<file path="config.mk">
export PLATFORM = sky130hd
export DESIGN_NAME = mcrr_resource_regs
export DESIGN_NICKNAME = d
export VERILOG_FILES = /design/src/rtl/mcrr_resource_regs.v
export VERILOG_INCLUDE_DIRS = /design/src /design/src/rtl
export SDC_FILE = /design/constraint.sdc
export NUM_CORES = 1
export LEC_CHECK = 0
export BUFFER_PORTS_ARGS = -buffer_cell sky130_fd_sc_hd__buf_2
export CORE_MARGIN = 2
export CORE_UTILIZATION = 25
export DETAILED_ROUTE_END_ITERATION = 8
export GPL_TIMING_DRIVEN = 0
export SETUP_SLACK_MARGIN = 0.02
export SYNTH_ARGS = -nofsm -noshare
export SYNTH_HDL_FRONTEND = slang
export SYNTH_SLANG_ARGS = --single-unit
</file>
<file path="constraint.sdc">
create_clock -name CLK_SYS_IN -period 13.55 [get_ports CLK_SYS_IN]
set_input_delay 1.355 -clock CLK_SYS_IN [delete_from_list [all_inputs] [get_ports CLK_SYS_IN]]
set_output_delay 1.355 -clock CLK_SYS_IN [all_outputs]
set_load 0.05 [all_outputs]
</file>
<file path="src/rtl/mcrr_consts.vh">
`ifndef MCRR_CONSTS_VH
`define MCRR_CONSTS_VH

// ****************************************************************
// operand select codes of the internal register file
// ****************************************************************
`define MCRR_SEL_AUX        5'h00
`define MCRR_SEL_JTA        5'h01
`define MCRR_SEL_JTB        5'h02
`define MCRR_SEL_CNT_A      5'h03
`define MCRR_SEL_CNT_B      5'h04
`define MCRR_SEL_CNT_C      5'h05
`define MCRR_SEL_CNT_D      5'h06
`define MCRR_SEL_EOC_A      5'h07
`define MCRR_SEL_EOC_B      5'h08
`define MCRR_SEL_EOC_C      5'h09
`define MCRR_SEL_EOC_D      5'h0a
`define MCRR_SEL_FLAG       5'h0b
`define MCRR_SEL_CTRL       5'h0c
`define MCRR_SEL_STATUS     5'h0d
`define MCRR_SEL_BKD_DATA   5'h0e
`define MCRR_SEL_DAC_SSSC   5'h0f
`define MCRR_SEL_DAC_OSSC   5'h10
`define MCRR_SEL_DAC_SSOC   5'h11
`define MCRR_SEL_DAC_OSOC   5'h12
`define MCRR_SEL_DAC_HN     5'h13
`define MCRR_SEL_BKD_ADDR   5'h14
`define MCRR_SEL_IRQ        5'h15
`define MCRR_SEL_EXCH       5'h16
`define MCRR_SEL_PC         5'h17

// ****************************************************************
// widths, reset values and control byte bit positions
// ****************************************************************
`define MCRR_ADDR_W         10
`define MCRR_PC_W           16
`define MCRR_DAC_W          14
`define MCRR_DAC_HN_W       12
`define MCRR_BKD_ADDR_W     8
`define MCRR_BASE_W         6
`define MCRR_RST_WORD       16'h0000
`define MCRR_RST_ADDR       10'h000
`define MCRR_RST_FLAG       16'hffff
`define MCRR_RST_BYTE       8'h00
`define MCRR_RST_DAC        14'h0000
`define MCRR_RST_DAC_HN     12'h000
`define MCRR_RST_BASE       6'h00
`define MCRR_LO_BYTE_MSB    7
`define MCRR_HI_BYTE_LSB    8

`endif

</file>
<file path="src/rtl/mcrr_resource_regs.v">
// Overview of operation
// - interrupt entry saves pc into return register
// - interrupt return reloads pc or entry point
// - return register hidden from all operands
// - subroutine call saves return address
// - subroutine return loads pc from saved address
// - subroutine return address readable by copy/store
// - two far jump targets loadable before use
// - far jump takes selected target register
// - four private 16-bit counters per core
// - counter wraps from maximum to zero
// - counters a,b every clock; c,d prescaled
// - counters written by copy/load, readable
// - counter stops at end value, raises terminal
// - terminal signals offered as wait conditions
// - end values writable and readable
// - sixteen flags, wired and across cores
// - core drives flags, reads combined word
// - low control byte host written, core read
// - high control byte mirror or status bits
// - status word core rw, host read only
// - backdoor data buffer loadable and readable
// - dac, address and base register widths
// - pc holds next address, increments on fetch
`timescale 1ns/10ps
`default_nettype none
`include "mcrr_consts.vh"

module mcrr_resource_regs #(
  parameter PRESCALE_W = 16,
  parameter NUM_CORES  = 4
) (
  input  wire                             CLK_SYS_IN,
  input  wire                             RST_IN,
  // decoder side
  input  wire                             FETCH_IN,
  input  wire                             INT_ENTRY_IN,
  input  wire                             INT_RETURN_IN,
  input  wire                             INT_RET_ENTRY_SEL_IN,
  input  wire [`MCRR_PC_W-1:0]            ENTRY_POINT_IN,
  input  wire                             CALL_IN,
  input  wire [`MCRR_ADDR_W-1:0]          CALL_TARGET_IN,
  input  wire                             SUB_RETURN_IN,
  input  wire                             FAR_JUMP_IN,
  input  wire                             FAR_JUMP_SEL_IN,
  input  wire                             NEAR_JUMP_IN,
  input  wire [`MCRR_PC_W-1:0]            NEAR_TARGET_IN,
  input  wire                             WR_EN_IN,
  input  wire [4:0]                       WR_SEL_IN,
  input  wire [15:0]                      WR_DATA_IN,
  input  wire [4:0]                       RD_SEL_IN,
  output reg  [15:0]                      RD_DATA_OUT,
  input  wire                             FLAG_SET_IN,
  input  wire [15:0]                      FLAG_MASK_IN,
  input  wire [15:0]                      FLAG_VALUE_IN,
  input  wire                             CTRL_BIT_SET_IN,
  input  wire [2:0]                       CTRL_BIT_IDX_IN,
  input  wire                             CTRL_BIT_VAL_IN,
  input  wire                             BASE_WR_IN,
  input  wire [`MCRR_BASE_W-1:0]          BASE_DATA_IN,
  input  wire [1:0]                       WAIT_TC_SEL_IN,
  output wire                             WAIT_TC_OUT,
  output wire [3:0]                       TERMINAL_OUT,
  output reg  [`MCRR_PC_W-1:0]            PC_OUT,
  output reg  [`MCRR_BASE_W-1:0]          DATA_RAM_BASE_OUT,
  // system side
  input  wire [PRESCALE_W-1:0]            PRESCALE_C_IN,
  input  wire [PRESCALE_W-1:0]            PRESCALE_D_IN,
  input  wire                             CTRL_SPLIT_STATUS_IN,
  input  wire [16*(NUM_CORES-1)-1:0]      PEER_FLAGS_IN,
  output reg  [15:0]                      OWN_FLAGS_OUT,
  input  wire [15:0]                      IRQ_FLAGS_IN,
  input  wire                             BKD_RX_VALID_IN,
  input  wire [15:0]                      BKD_RX_DATA_IN,
  output reg  [15:0]                      BKD_DATA_OUT,
  output reg  [`MCRR_BKD_ADDR_W-1:0]      BKD_ADDR_OUT,
  // host side
  input  wire                             HOST_CTRL_WR_IN,
  input  wire                             HOST_CTRL_HI_WR_IN,
  input  wire [15:0]                      HOST_CTRL_DATA_IN,
  output wire [15:0]                      HOST_CTRL_OUT,
  output wire [15:0]                      HOST_STATUS_OUT,
  output wire [`MCRR_DAC_W*4-1:0]         DAC_OUT,
  output wire [`MCRR_DAC_HN_W-1:0]        DAC_HN_OUT
);

  // ****************************************************************
  // storage
  // ****************************************************************
  reg  [`MCRR_ADDR_W-1:0]   int_ret;
  reg  [`MCRR_ADDR_W-1:0]   sub_ret;
  reg  [`MCRR_ADDR_W-1:0]   jta;
  reg  [`MCRR_ADDR_W-1:0]   jtb;
  reg  [15:0]               cnt [0:3];
  reg  [15:0]               eoc [0:3];
  reg  [15:0]               ctrl_word;
  reg  [15:0]               status_word;
  reg  [15:0]               exch_word;
  reg  [`MCRR_DAC_W-1:0]    dac [0:3];
  reg  [`MCRR_DAC_HN_W-1:0] dac_hn;
  reg  [PRESCALE_W-1:0]     pre_c;
  reg  [PRESCALE_W-1:0]     pre_d;
  reg  [15:0]               flag_and;
  wire [3:0]                tick;
  wire [`MCRR_ADDR_W-1:0]   pc_low;

  assign pc_low = PC_OUT[`MCRR_ADDR_W-1:0];

  // ****************************************************************
  // program counter and return registers
  // ****************************************************************
  // priority: returns, then jumps, then plain fetch increment
  always @(posedge CLK_SYS_IN or posedge RST_IN) begin
    if (RST_IN) begin
      PC_OUT  <= `MCRR_RST_WORD;
      int_ret <= `MCRR_RST_ADDR;
      sub_ret <= `MCRR_RST_ADDR;
    end else begin
      if (INT_ENTRY_IN) begin
        int_ret <= pc_low;
      end
      if (CALL_IN) begin
        sub_ret <= pc_low;
      end
      if (INT_RETURN_IN) begin
        if (INT_RET_ENTRY_SEL_IN) begin
          PC_OUT <= ENTRY_POINT_IN;
        end else begin
          PC_OUT <= {6'h00, int_ret};
        end
      end else if (SUB_RETURN_IN) begin
        PC_OUT <= {6'h00, sub_ret};
      end else if (FAR_JUMP_IN) begin
        PC_OUT <= {6'h00, FAR_JUMP_SEL_IN ? jtb : jta};
      end else if (CALL_IN) begin
        PC_OUT <= {6'h00, CALL_TARGET_IN};
      end else if (NEAR_JUMP_IN) begin
        PC_OUT <= NEAR_TARGET_IN;
      end else if (FETCH_IN) begin
        PC_OUT <= PC_OUT + 16'h0001;
      end
    end
  end

  // ****************************************************************
  // counters
  // ****************************************************************
  // prescaler for c and d; a value of zero or one means every clock
  always @(posedge CLK_SYS_IN or posedge RST_IN) begin
    if (RST_IN) begin
      pre_c <= {PRESCALE_W{1'b0}};
      pre_d <= {PRESCALE_W{1'b0}};
    end else begin
      pre_c <= (pre_c + 1'b1 >= PRESCALE_C_IN) ? {PRESCALE_W{1'b0}} : pre_c + 1'b1;
      pre_d <= (pre_d + 1'b1 >= PRESCALE_D_IN) ? {PRESCALE_W{1'b0}} : pre_d + 1'b1;
    end
  end

  assign tick[0] = 1'b1;
  assign tick[1] = 1'b1;
  assign tick[2] = (pre_c + 1'b1 >= PRESCALE_C_IN);
  assign tick[3] = (pre_d + 1'b1 >= PRESCALE_D_IN);

  genvar gi;
  generate
    for (gi = 0; gi < 4; gi = gi + 1) begin : g_cnt
      // each core owns its four counters; compare stops the count
      assign TERMINAL_OUT[gi] = (cnt[gi] == eoc[gi]);
      always @(posedge CLK_SYS_IN or posedge RST_IN) begin
        if (RST_IN) begin
          cnt[gi] <= `MCRR_RST_WORD;
          eoc[gi] <= `MCRR_RST_WORD;
          dac[gi] <= `MCRR_RST_DAC;
        end else begin
          // select compared at full integer width so no bits are dropped
          if (WR_EN_IN && {27'h0, WR_SEL_IN} == `MCRR_SEL_CNT_A + gi) begin
            cnt[gi] <= WR_DATA_IN;
          end else if (!TERMINAL_OUT[gi] && tick[gi]) begin
            cnt[gi] <= cnt[gi] + 16'h0001;
          end
          if (WR_EN_IN && {27'h0, WR_SEL_IN} == `MCRR_SEL_EOC_A + gi) begin
            eoc[gi] <= WR_DATA_IN;
          end
          if (WR_EN_IN && {27'h0, WR_SEL_IN} == `MCRR_SEL_DAC_SSSC + gi) begin
            dac[gi] <= WR_DATA_IN[`MCRR_DAC_W-1:0];
          end
        end
      end
      assign DAC_OUT[gi*`MCRR_DAC_W +: `MCRR_DAC_W] = dac[gi];
    end
  endgenerate

  assign WAIT_TC_OUT = TERMINAL_OUT[WAIT_TC_SEL_IN];

  // ****************************************************************
  // shared flags
  // ****************************************************************
  // zero from any core dominates the combined word
  integer fi;
  always @* begin
    flag_and = OWN_FLAGS_OUT;
    for (fi = 0; fi < NUM_CORES-1; fi = fi + 1) begin
      flag_and = flag_and & PEER_FLAGS_IN[fi*16 +: 16];
    end
  end

  always @(posedge CLK_SYS_IN or posedge RST_IN) begin
    if (RST_IN) begin
      OWN_FLAGS_OUT <= `MCRR_RST_FLAG;
    end else if (FLAG_SET_IN) begin
      OWN_FLAGS_OUT <= (OWN_FLAGS_OUT & ~FLAG_MASK_IN) | (FLAG_VALUE_IN & FLAG_MASK_IN);
    end
  end

  // ****************************************************************
  // other writable registers
  // ****************************************************************
  // host owns the low control byte; the high byte is host or core
  always @(posedge CLK_SYS_IN or posedge RST_IN) begin
    if (RST_IN) begin
      jta               <= `MCRR_RST_ADDR;
      jtb               <= `MCRR_RST_ADDR;
      ctrl_word         <= `MCRR_RST_WORD;
      status_word       <= `MCRR_RST_WORD;
      exch_word         <= `MCRR_RST_WORD;
      BKD_DATA_OUT      <= `MCRR_RST_WORD;
      BKD_ADDR_OUT      <= `MCRR_RST_BYTE;
      dac_hn            <= `MCRR_RST_DAC_HN;
      DATA_RAM_BASE_OUT <= `MCRR_RST_BASE;
    end else begin
      if (HOST_CTRL_WR_IN) begin
        ctrl_word[`MCRR_LO_BYTE_MSB:0] <= HOST_CTRL_DATA_IN[7:0];
      end
      if (CTRL_SPLIT_STATUS_IN) begin
        if (CTRL_BIT_SET_IN) begin
          ctrl_word[`MCRR_HI_BYTE_LSB + CTRL_BIT_IDX_IN] <= CTRL_BIT_VAL_IN;
        end
      end else if (HOST_CTRL_HI_WR_IN) begin
        ctrl_word[15:`MCRR_HI_BYTE_LSB] <= HOST_CTRL_DATA_IN[15:8];
      end
      if (BKD_RX_VALID_IN) begin
        BKD_DATA_OUT <= BKD_RX_DATA_IN;
      end
      if (BASE_WR_IN) begin
        DATA_RAM_BASE_OUT <= BASE_DATA_IN;
      end
      // core write path; read-only words ignore their codes
      if (WR_EN_IN) begin
        case (WR_SEL_IN)
          `MCRR_SEL_JTA:      jta <= WR_DATA_IN[`MCRR_ADDR_W-1:0];
          `MCRR_SEL_JTB:      jtb <= WR_DATA_IN[`MCRR_ADDR_W-1:0];
          `MCRR_SEL_STATUS:   status_word <= WR_DATA_IN;
          `MCRR_SEL_BKD_DATA: BKD_DATA_OUT <= WR_DATA_IN;
          `MCRR_SEL_BKD_ADDR: BKD_ADDR_OUT <= WR_DATA_IN[7:0];
          `MCRR_SEL_DAC_HN:   dac_hn <= WR_DATA_IN[`MCRR_DAC_HN_W-1:0];
          `MCRR_SEL_EXCH:     exch_word <= WR_DATA_IN;
          default:            exch_word <= exch_word;
        endcase
      end
    end
  end

  assign HOST_CTRL_OUT   = ctrl_word;
  assign HOST_STATUS_OUT = status_word;
  assign DAC_HN_OUT      = dac_hn;

  // ****************************************************************
  // read multiplexer
  // ****************************************************************
  // interrupt return register has no code here on purpose
  always @* begin
    case (RD_SEL_IN)
      `MCRR_SEL_AUX:      RD_DATA_OUT = {6'h00, sub_ret};
      `MCRR_SEL_JTA:      RD_DATA_OUT = {6'h00, jta};
      `MCRR_SEL_JTB:      RD_DATA_OUT = {6'h00, jtb};
      `MCRR_SEL_CNT_A:    RD_DATA_OUT = cnt[0];
      `MCRR_SEL_CNT_B:    RD_DATA_OUT = cnt[1];
      `MCRR_SEL_CNT_C:    RD_DATA_OUT = cnt[2];
      `MCRR_SEL_CNT_D:    RD_DATA_OUT = cnt[3];
      `MCRR_SEL_EOC_A:    RD_DATA_OUT = eoc[0];
      `MCRR_SEL_EOC_B:    RD_DATA_OUT = eoc[1];
      `MCRR_SEL_EOC_C:    RD_DATA_OUT = eoc[2];
      `MCRR_SEL_EOC_D:    RD_DATA_OUT = eoc[3];
      `MCRR_SEL_FLAG:     RD_DATA_OUT = flag_and;
      `MCRR_SEL_CTRL:     RD_DATA_OUT = ctrl_word;
      `MCRR_SEL_STATUS:   RD_DATA_OUT = status_word;
      `MCRR_SEL_BKD_DATA: RD_DATA_OUT = BKD_DATA_OUT;
      `MCRR_SEL_DAC_SSSC: RD_DATA_OUT = {2'b00, dac[0]};
      `MCRR_SEL_DAC_OSSC: RD_DATA_OUT = {2'b00, dac[1]};
      `MCRR_SEL_DAC_SSOC: RD_DATA_OUT = {2'b00, dac[2]};
      `MCRR_SEL_DAC_OSOC: RD_DATA_OUT = {2'b00, dac[3]};
      `MCRR_SEL_DAC_HN:   RD_DATA_OUT = {4'h0, dac_hn};
      `MCRR_SEL_BKD_ADDR: RD_DATA_OUT = {8'h00, BKD_ADDR_OUT};
      `MCRR_SEL_IRQ:      RD_DATA_OUT = IRQ_FLAGS_IN;
      `MCRR_SEL_EXCH:     RD_DATA_OUT = exch_word;
      `MCRR_SEL_PC:       RD_DATA_OUT = PC_OUT;
      default:            RD_DATA_OUT = 16'h0000;
    endcase
  end

endmodule // mcrr_resource_regs
`default_nettype wire

</file>
-- After elaboration in Yosys (flattened, before gate mapping)
Cells that the tools add are included.
- output and inout port bits: 183
- word-level logic and storage cells: 158
- bits of input ports: 259
- bits in registers: 378
- bitwise operators: 7
- $add $sub $neg: 8
- reductions and logical operators: 29
- order comparisons: 5
- equality and inequality tests: 49
- muxes and demuxes: 32
- operators by type and width (cell ; count):
    16-bit one-hot mux with 24 select lines ; 1
    16-bit two-way mux ; 21
    16-bit by 1-bit adder with 16-bit output (second input constant) ; 7
    16-bit bitwise AND ; 5
    5-bit by 4-bit equality test with 1-bit output (second input constant) ; 14
    5-bit equality test (second input constant) ; 14
    16-bit equality test ; 4
    5-bit by 3-bit equality test with 1-bit output (second input constant) ; 8
    16-bit greater-or-equal comparator ; 2
    8-bit two-way mux ; 4
    5-bit by 2-bit equality test with 1-bit output (second input constant) ; 4
    16-bit bitwise mux ; 1
    16-bit NOT ; 1
    16-bit bitwise OR ; 1
    1-bit logical AND ; 15
    2-bit AND reduction ; 7
    5-bit by 1-bit equality test with 1-bit output (second input constant) ; 2
    10-bit two-way mux ; 1
    2-bit nonzero test ; 3
    6-bit nonzero test ; 1
    4-bit by 3-bit adder with 5-bit output (first input constant) ; 1
    5-bit by 1-bit greater-or-equal comparator with 1-bit output (second input constant) ; 1
    5-bit logical NOT ; 1
    5-bit less-than comparator (second input constant) ; 1
    7 further kinds ; 10

-- Logic depth before layout (Yosys ltp)
Gate-level depths: netlist (run 1).
- word-level depth: 8
- depth in mapped cells: 15
- gate-level depth less buffers: 14

-- Least setup slack after synthesis (run 1)
Ideal clock, no wire load.
- path type: input -> output
- start point: input port RD_SEL_IN[4]
- end point: output port RD_DATA_OUT[7]
- slack: 9.022 ns
- arrival: 3.173 ns
- required time: 12.195 ns
- cell stages on the path: 8
- path buffers: 2
- cells stage by stage: or2_2 -> clkbuf_1 -> nor3_1 -> clkbuf_1 -> a22oi_1 -> nand4_1 -> nor2_1 -> nand4_1
- word-level cells in the longest chain between the ends: 2
- elaborated cells between the ends (all ways): 25
- classes of those cells: 23 x eq/ne; 1 x mux; 1 x reduce/logical
- ends and longest elaborated chain (item ; RTL line ; text):
    start: declaration ; mcrr_resource_regs.v:51 ; input wire [4:0] RD_SEL_IN,
    5-bit equality test, or another cell as far along ; mcrr_resource_regs.v:272 ; case (RD_SEL_IN)
    16-bit one-hot mux with 24 select lines * ; mcrr_resource_regs.v:272 ;
    end: declaration ; mcrr_resource_regs.v:52 ; output reg [15:0] RD_DATA_OUT,
Mark *: on every way between the ends. The rest lies on a longest branch, timed or not.

-- Worst setup path after layout (run 1)
- start point: input port RD_SEL_IN[4]
- end point: output port RD_DATA_OUT[6]
The elaborated chain is that of the path after synthesis.

==> results.ini, run 1 <==
[detailed_routing]
drt_iter0_markers=2383
drt_first_pass_iters=8
vias=19500
ant_nets=0
routed_wl_mm=102
drc_errors=0
wire_per_inst_um=28.3
vias_per_cell=5.40

[placed_design]
gp_congestion=0.969
portBuffers=414
place_area_um2=24400
dp_hpwl_mm=78.4

[worst_hold_path]
whs_path_depth=1
hp-start=DATA_RAM_BASE_OUT[4]
whs_endpoint=DATA_RAM_BASE_OUT[4]
hold_class=reg -> reg

[sta]
report.final.setup_viol=0
rsz0062_at_grt=no
fin_skew_ns=0.0422
period_minus_slack_ns=6.53
relSlewSlack_pct=7.53
maxSlewViolCount=0
hold_viol=0
fin_crit_sh_pct=48.2
tightest_slew_ns=1.38
max_freq_mhz=153
tns_ns=0

[power]
power_density_nw_per_um2=160
p_comb_share_pct=28.5
internal-power_mw=2.49
swShare_pct=40.0
p_clk_share_pct=31.0
power.switching_mw=1.66
seq_power_share_pct=40.5
p_leak_nw=11.7
vdd.ir_drop.worst_v=0.0000897

[global_routing]
first_global_vias=18700
grt_start_max_net_pins=120
grt_use_total_pct=23.2
antenna_found_initial=9
grt_pass1_wl_mm=142
overflow=0

[synth]
synthCells=2015
synthDistinctLibCells=71
synthArstFlopShare_pct=100
synth-seq-cells=378
synth-main-ff-cell=dfrtp_1
yosysWarnings=0
synth_edf_count=0
syn_area_um2=20900
syn_avg_cell_area_um2=10.4
yosysSeqAreaShare_pct=45.4
syn_nets=2313

[floorplanning]
initial_core_util_pct=25.1
boundaryPins=442
dieArea_um2=85900
die_w_um=293
fp.coreArea_um2=83200
placementRows=106
dieHeight_um=293

[worst_setup_path]
r2r_end=pre_d[12]
r2r_start=pre_d[0]
crit_start=RD_SEL_IN[4]
required_ns=12.19
path_max_fanout=10
endpoint_kind=output pin
path_class=in -> out
cp.arrival_ns=5.18
r2r_cells=11
start_kind=input pin
r2r_slack_ns=9.55

[final_layout]
area_delta_synth_final_pct=24.4
n_fill_cell=8642
fin_area_um2=26000
fin_util_pct=31.3
nets=2780
drive_gt1_share_pct=32.1
final_cell_mix=buf_2, dfrtp_1, mux2_2
layout_commonest_cell=buf_2

[clock_network]
htreeDepth=2
post_cts.repair.setup_buffers=0
cts.clk_slew.worst_paths_ns=0.06
clk_latency_ns=0.64
cts-resized-gates=0
clockRootBuffer=clkbuf_16
cts_hold_buffers=0
cts_made_buffers=48
cts_tree=yes
clock_sinks=378
clk_path_buf_depth=3

[job]
drv_cap=0

[run_status]
status=finished, final reports clean

registers in the layout (all words and copies together) (netlist names), named ones only:
| register | flops |
|---|---|
| DATA_RAM_BASE_OUT | 6 |
| pre_d | 16 |
| HOST_CTRL_OUT | 16 |
| int_ret | 10 |
| BKD_ADDR_OUT | 8 |
| jta | 10 |
| eoc | 64 |
| DAC_HN_OUT | 12 |
| DAC_OUT | 56 |
| cnt | 64 |
| exch_word | 16 |
| BKD_DATA_OUT | 16 |
| jtb | 10 |
| sub_ret | 10 |
| pre_c | 16 |
| HOST_STATUS_OUT | 16 |
| PC_OUT | 16 |
how the worst max path moves through the flow:
stage	endpoint	slack, ns
floorplan	BKD_ADDR_OUT[0]	1.72
global placement	DAC_OUT[36]	-3.52
detailed placement	RD_DATA_OUT[6]	7.39
CTS	RD_DATA_OUT[6]	7.37
global route	RD_DATA_OUT[6]	7.12
finish	RD_DATA_OUT[6]	7.02
final cells by class:
class	count	area (µm²)	area share, %
Antenna cell	4	10.0	0.0385
Buffer	132	531	2.04
Inverter	54	210	0.809
Timing Repair Buffer	417	2150	8.29
Sequential cell	378	9480	36.5
Clock buffer	66	1380	5.30
Multi-Input combinational cell	1451	10700	41.1
Clock inverter	21	193	0.741
Tap cell	1080	1350	5.20
stage by stage:
| step | std cells | worst slack [ns] | total power [mW] | hold WS, ns |
|---|---|---|---|---|
| 3_5_place_dp | 3512 | 7.39 | 2.86 | 0.493 |
| 3_3_place_gp | 3509 | -3.52 | 2.84 | 0.485 |
| 5_1_grt | 3602 | 7.12 | 4.32 | 0.519 |
| 6_report | 3603 | 7.02 | 4.16 | 0.502 |
| 4_1_cts | 3599 | 7.37 | 4.16 | 0.507 |
| 2_1_floorplan | 2015 | 1.72 | 2.39 | 0.477 |
logic make-up after synthesis:
kind of cell,count (synthesis),share of synthesized area (%)
and+or+nand+nor,603,14.6
xor gates and xnor gates,144,6.03
buffers and inverters,186,3.51
adders and majority gates,39,2.33
muxes,296,15.8
AOI/OAI and AO/OA,369,12.4
DFF,378,45.4
cells in the mapped netlist, drive strengths merged, types with 14 or more instances:
master | count | area share, %
xnor2 | 90 | 3.8
a21oi | 64 | 1.6
mux2 | 250 | 13
a221oi | 45 | 1.9
nor2b | 42 | 1.3
and3 | 21 | 0.63
nand3 | 56 | 1.3
a22o | 26 | 1.1
a211oi | 16 | 0.57
nand2 | 148 | 2.7
inv | 54 | 0.97
clkbuf | 94 | 1.7
or3 | 14 | 0.43
dfstp | 16 | 2.0
buf | 38 | 0.85
o21ai | 71 | 1.7
mux2i | 45 | 2.2
nor2 | 151 | 2.7
xor2 | 54 | 2.3
nand4 | 89 | 2.8
ha | 39 | 2.3
nor3 | 23 | 0.62
dfrtp | 362 | 43
a22oi | 91 | 3.3
layer usage:
metal,vias up,share of wire [%],GRT usage [%]
met5,-,0.026,0
met4,4,4.8,10.1
met3,251,10,6.53
met2,1174,45,36.3
met1,9722,40,29.8
li1,8318,-,-
critical path: stages:
cell and delay, ns:
buf_2 0.10, clkbuf_1 0.40, nand2b_1 0.20, nor2_1 1.04, clkbuf_1 0.90, a22oi_1 0.43
nand4_1 0.22, nor2_1 0.09, nand4_1 0.14, buf_2 0.29
power by group through the flow:
stage	registers, mW	clock network [mW]	logic [mW]
global placement	1.68	0	1.16
detailed placement	1.68	0	1.18
finish	1.68	1.29	1.18
floorplan	1.84	0	0.553
global route	1.70	1.36	1.26
CTS	1.67	1.31	1.18
Power figures use the tool's default switching activity.
==> inputs of run 2 (changes only) <==
--- a/config.mk
+++ b/config.mk
@@ -6,6 +6,7 @@
 export SDC_FILE = /design/constraint.sdc
 export NUM_CORES = 1
 export LEC_CHECK = 0
+export ABC_AREA = 1
 export BUFFER_PORTS_ARGS = -buffer_cell sky130_fd_sc_hd__buf_2
 export CORE_MARGIN = 2
 export CORE_UTILIZATION = 25
==> constraint.sdc (replaced) <==
create_clock -name CLK_SYS_IN -period 5.59 [get_ports CLK_SYS_IN]
set_input_delay 0.559 -clock CLK_SYS_IN [delete_from_list [all_inputs] [get_ports CLK_SYS_IN]]
set_output_delay 0.559 -clock CLK_SYS_IN [all_outputs]
set_load 0.05 [all_outputs]
==> results.ini, run 2 <==
[sta]
report.final.setup_viol=0
hold_viol=0
fin_crit_sh_pct=70.6
fin_skew_ns=0.0286
relSlewSlack_pct=23.3
period_minus_slack_ns=3.95
max_freq_mhz=253
tightest_slew_ns=1.15
rsz0062_at_grt=no
maxSlewViolCount=0

[detailed_routing]
vias=24200
vias_per_cell=5.01
ant_nets=0
drc_errors=12
drt_first_pass_iters=8
wire_per_inst_um=21.7
drt_iter0_markers=2581
routed_wl_mm=105

[final_layout]
final_cell_mix=nand2_1, buf_2, o21ai_0
fin_util_pct=31.5
layout_commonest_cell=nand2_1
n_fill_cell=9665
drive_gt1_share_pct=17.7
area_delta_synth_final_pct=24.9
nets=3924
stdcell_count=4838

[clock_network]
cts_made_buffers=48
clockRootBuffer=clkbuf_16
htreeDepth=2
clock_sinks=378
clk_path_buf_depth=3
clk_latency_ns=0.62
cts_hold_buffers=1
cts-resized-gates=0
post_cts.repair.setup_buffers=0
cts.clk_slew.worst_paths_ns=0.06
cts_tree=yes

[synth]
yosys.area.top_type_share_pct=40.5
synth-main-ff-cell=dfrtp_1
synthArstFlopShare_pct=100
syn_nets=3426
yosysWarnings=0
yosysTopAreaCell=dfrtp_1
synthDistinctLibCells=50
syn_avg_cell_area_um2=7.14
yosys-top-cells-count=nand2_1, o21ai_0, dfrtp_1
yosysSeqAreaShare_pct=42.4
synth-seq-cells=378
synthCells=3128
yosysMostFrequentCell=nand2_1
syn_area_um2=22300
synth_edf_count=0
ys_top_cells_by_area=dfrtp_1, nand2_1, o21ai_0, inv_1, nor2_1

[run_status]
violations=DRC
status=finished, violations left

[floorplanning]
die_w_um=303
dieHeight_um=303
initial_core_util_pct=25.2
placementRows=109
fp.coreArea_um2=88500
dieArea_um2=91800
boundaryPins=442

[job]
drv_cap=0

[worst_setup_path]
cp.arrival_ns=3.39
path_class=in -> out
path_common_cell=nand2_1
path_buf_inv=3
path_max_fanout=10
critPathTopFamily=simple AND/OR/NAND/NOR gates
slowest_delay_ns=0.49
endpoint_kind=output pin
cp_slowest_cell=nand2_1
start_kind=input pin
crit_chain=buf_2 > nand2_1 > nor2_1 > nand2_1 > inv_2 > nand3_1 > o21ai_0 > nor2_1 > nand2_1 > nor2_1 > nand2_1 > buf_2
required_ns=5.03

[global_routing]
grt_pass1_wl_mm=152
overflow=0
grt_use_total_pct=22.3
grt_start_max_net_pins=40
antenna_found_initial=20
first_global_vias=22900

[placed_design]
portBuffers=436
dp.cells=4740
dp_hpwl_mm=82.5
gp_congestion=0.997

[power]
p_leak_nw=13.9
power_density_nw_per_um2=359
vdd.ir_drop.worst_v=0.000215
finalPower_mw=10.0

[worst_hold_path]
hold_class=in -> reg

-- run 2: changes by cell type in the layout (fill, tap and decap cells not counted), moves of 84 or more --
cell,previous run,this run
o21ai_0,59,394
nand3_1,56,191
inv_1,52,325
mux2_2,250,7
nand2_1,148,946
a22oi_1,90,6
nor2_1,151,261
-- run 2: area by class of cell --
class | instances | area (µm²) | share of cell area (%)
tap | 1165 | 1460 | 5.22
antenna | 8 | 20.0 | 0.0717
multi-input combinational | 2274 | 11000 | 39.4
inverter | 342 | 1290 | 4.61
sequential | 378 | 9480 | 34.0
clock inverter | 28 | 342 | 1.22
timing repair buffer | 448 | 2410 | 8.64
clock buffer | 61 | 1330 | 4.77
buffer | 134 | 574 | 2.06
-- run 2: routing by layer --
metal  up-vias  wire, µm  GRT usage [%]
li1      11100         -              -
met1     11600     43500           29.8
met2      1205     46300           34.3
met3       270      9320           4.47
met4         8      5820           11.3
met5         -        60              0
-- run 2: logic make-up after synthesis --
logic type | after synthesis | synth area share (%)
and+or+nand+nor | 1544 | 28.8
AOI/OAI and AO/OA | 578 | 13.8
DFF | 378 | 42.4
muxes | 8 | 0.398
xor gates and xnor gates | 105 | 4.12
buffers and inverters | 476 | 8.32
adders and majority gates | 39 | 2.18
-- run 2: path summary, 6_finish.rpt --
path / start / to / cells past startpoint / slack [ns]
setup / recovery: RD_SEL_IN[0] / RD_DATA_OUT[8] / 12 / 1.64
setup reg to reg: pre_d[0] / cnt[2] / 18 / 2.04
hold / removal: FLAG_MASK_IN[9] / register / 2 / 0.10
min in group asynchronous: RST_IN / pre_c[6] / 3 / 0.45
max in group asynchronous: RST_IN / pre_d[11] / 8 / 3.58
hold reg to reg: register / register / 2 / 0.48
-- run 2: power breakdown --
group,total [mW],internal (mW),switching [mW],leakage [nW]
Combinational,2.90,0.851,2.04,8.30
Sequential,3.80,3.24,0.558,4.81
Clock,3.31,1.93,1.38,0.818
Total,10.0,6.03,3.98,13.9
-- run 2: metrics by stage --
stage / hold slack [ns] / setup WS, ns / area [µm²] / TNS, ns
6_report: 0.101 / 1.64 / 27900 / 0
5_1_grt: 0.0957 / 1.60 / 27900 / 0
4_1_cts: 0.0836 / 1.76 / 27900 / 0
3_5_place_dp: 0.470 / 1.75 / 26200 / 0
3_3_place_gp: 0.467 / -2.79 / 26000 / -997.64
2_1_floorplan: 0.451 / -0.0340 / 22300 / -12.30
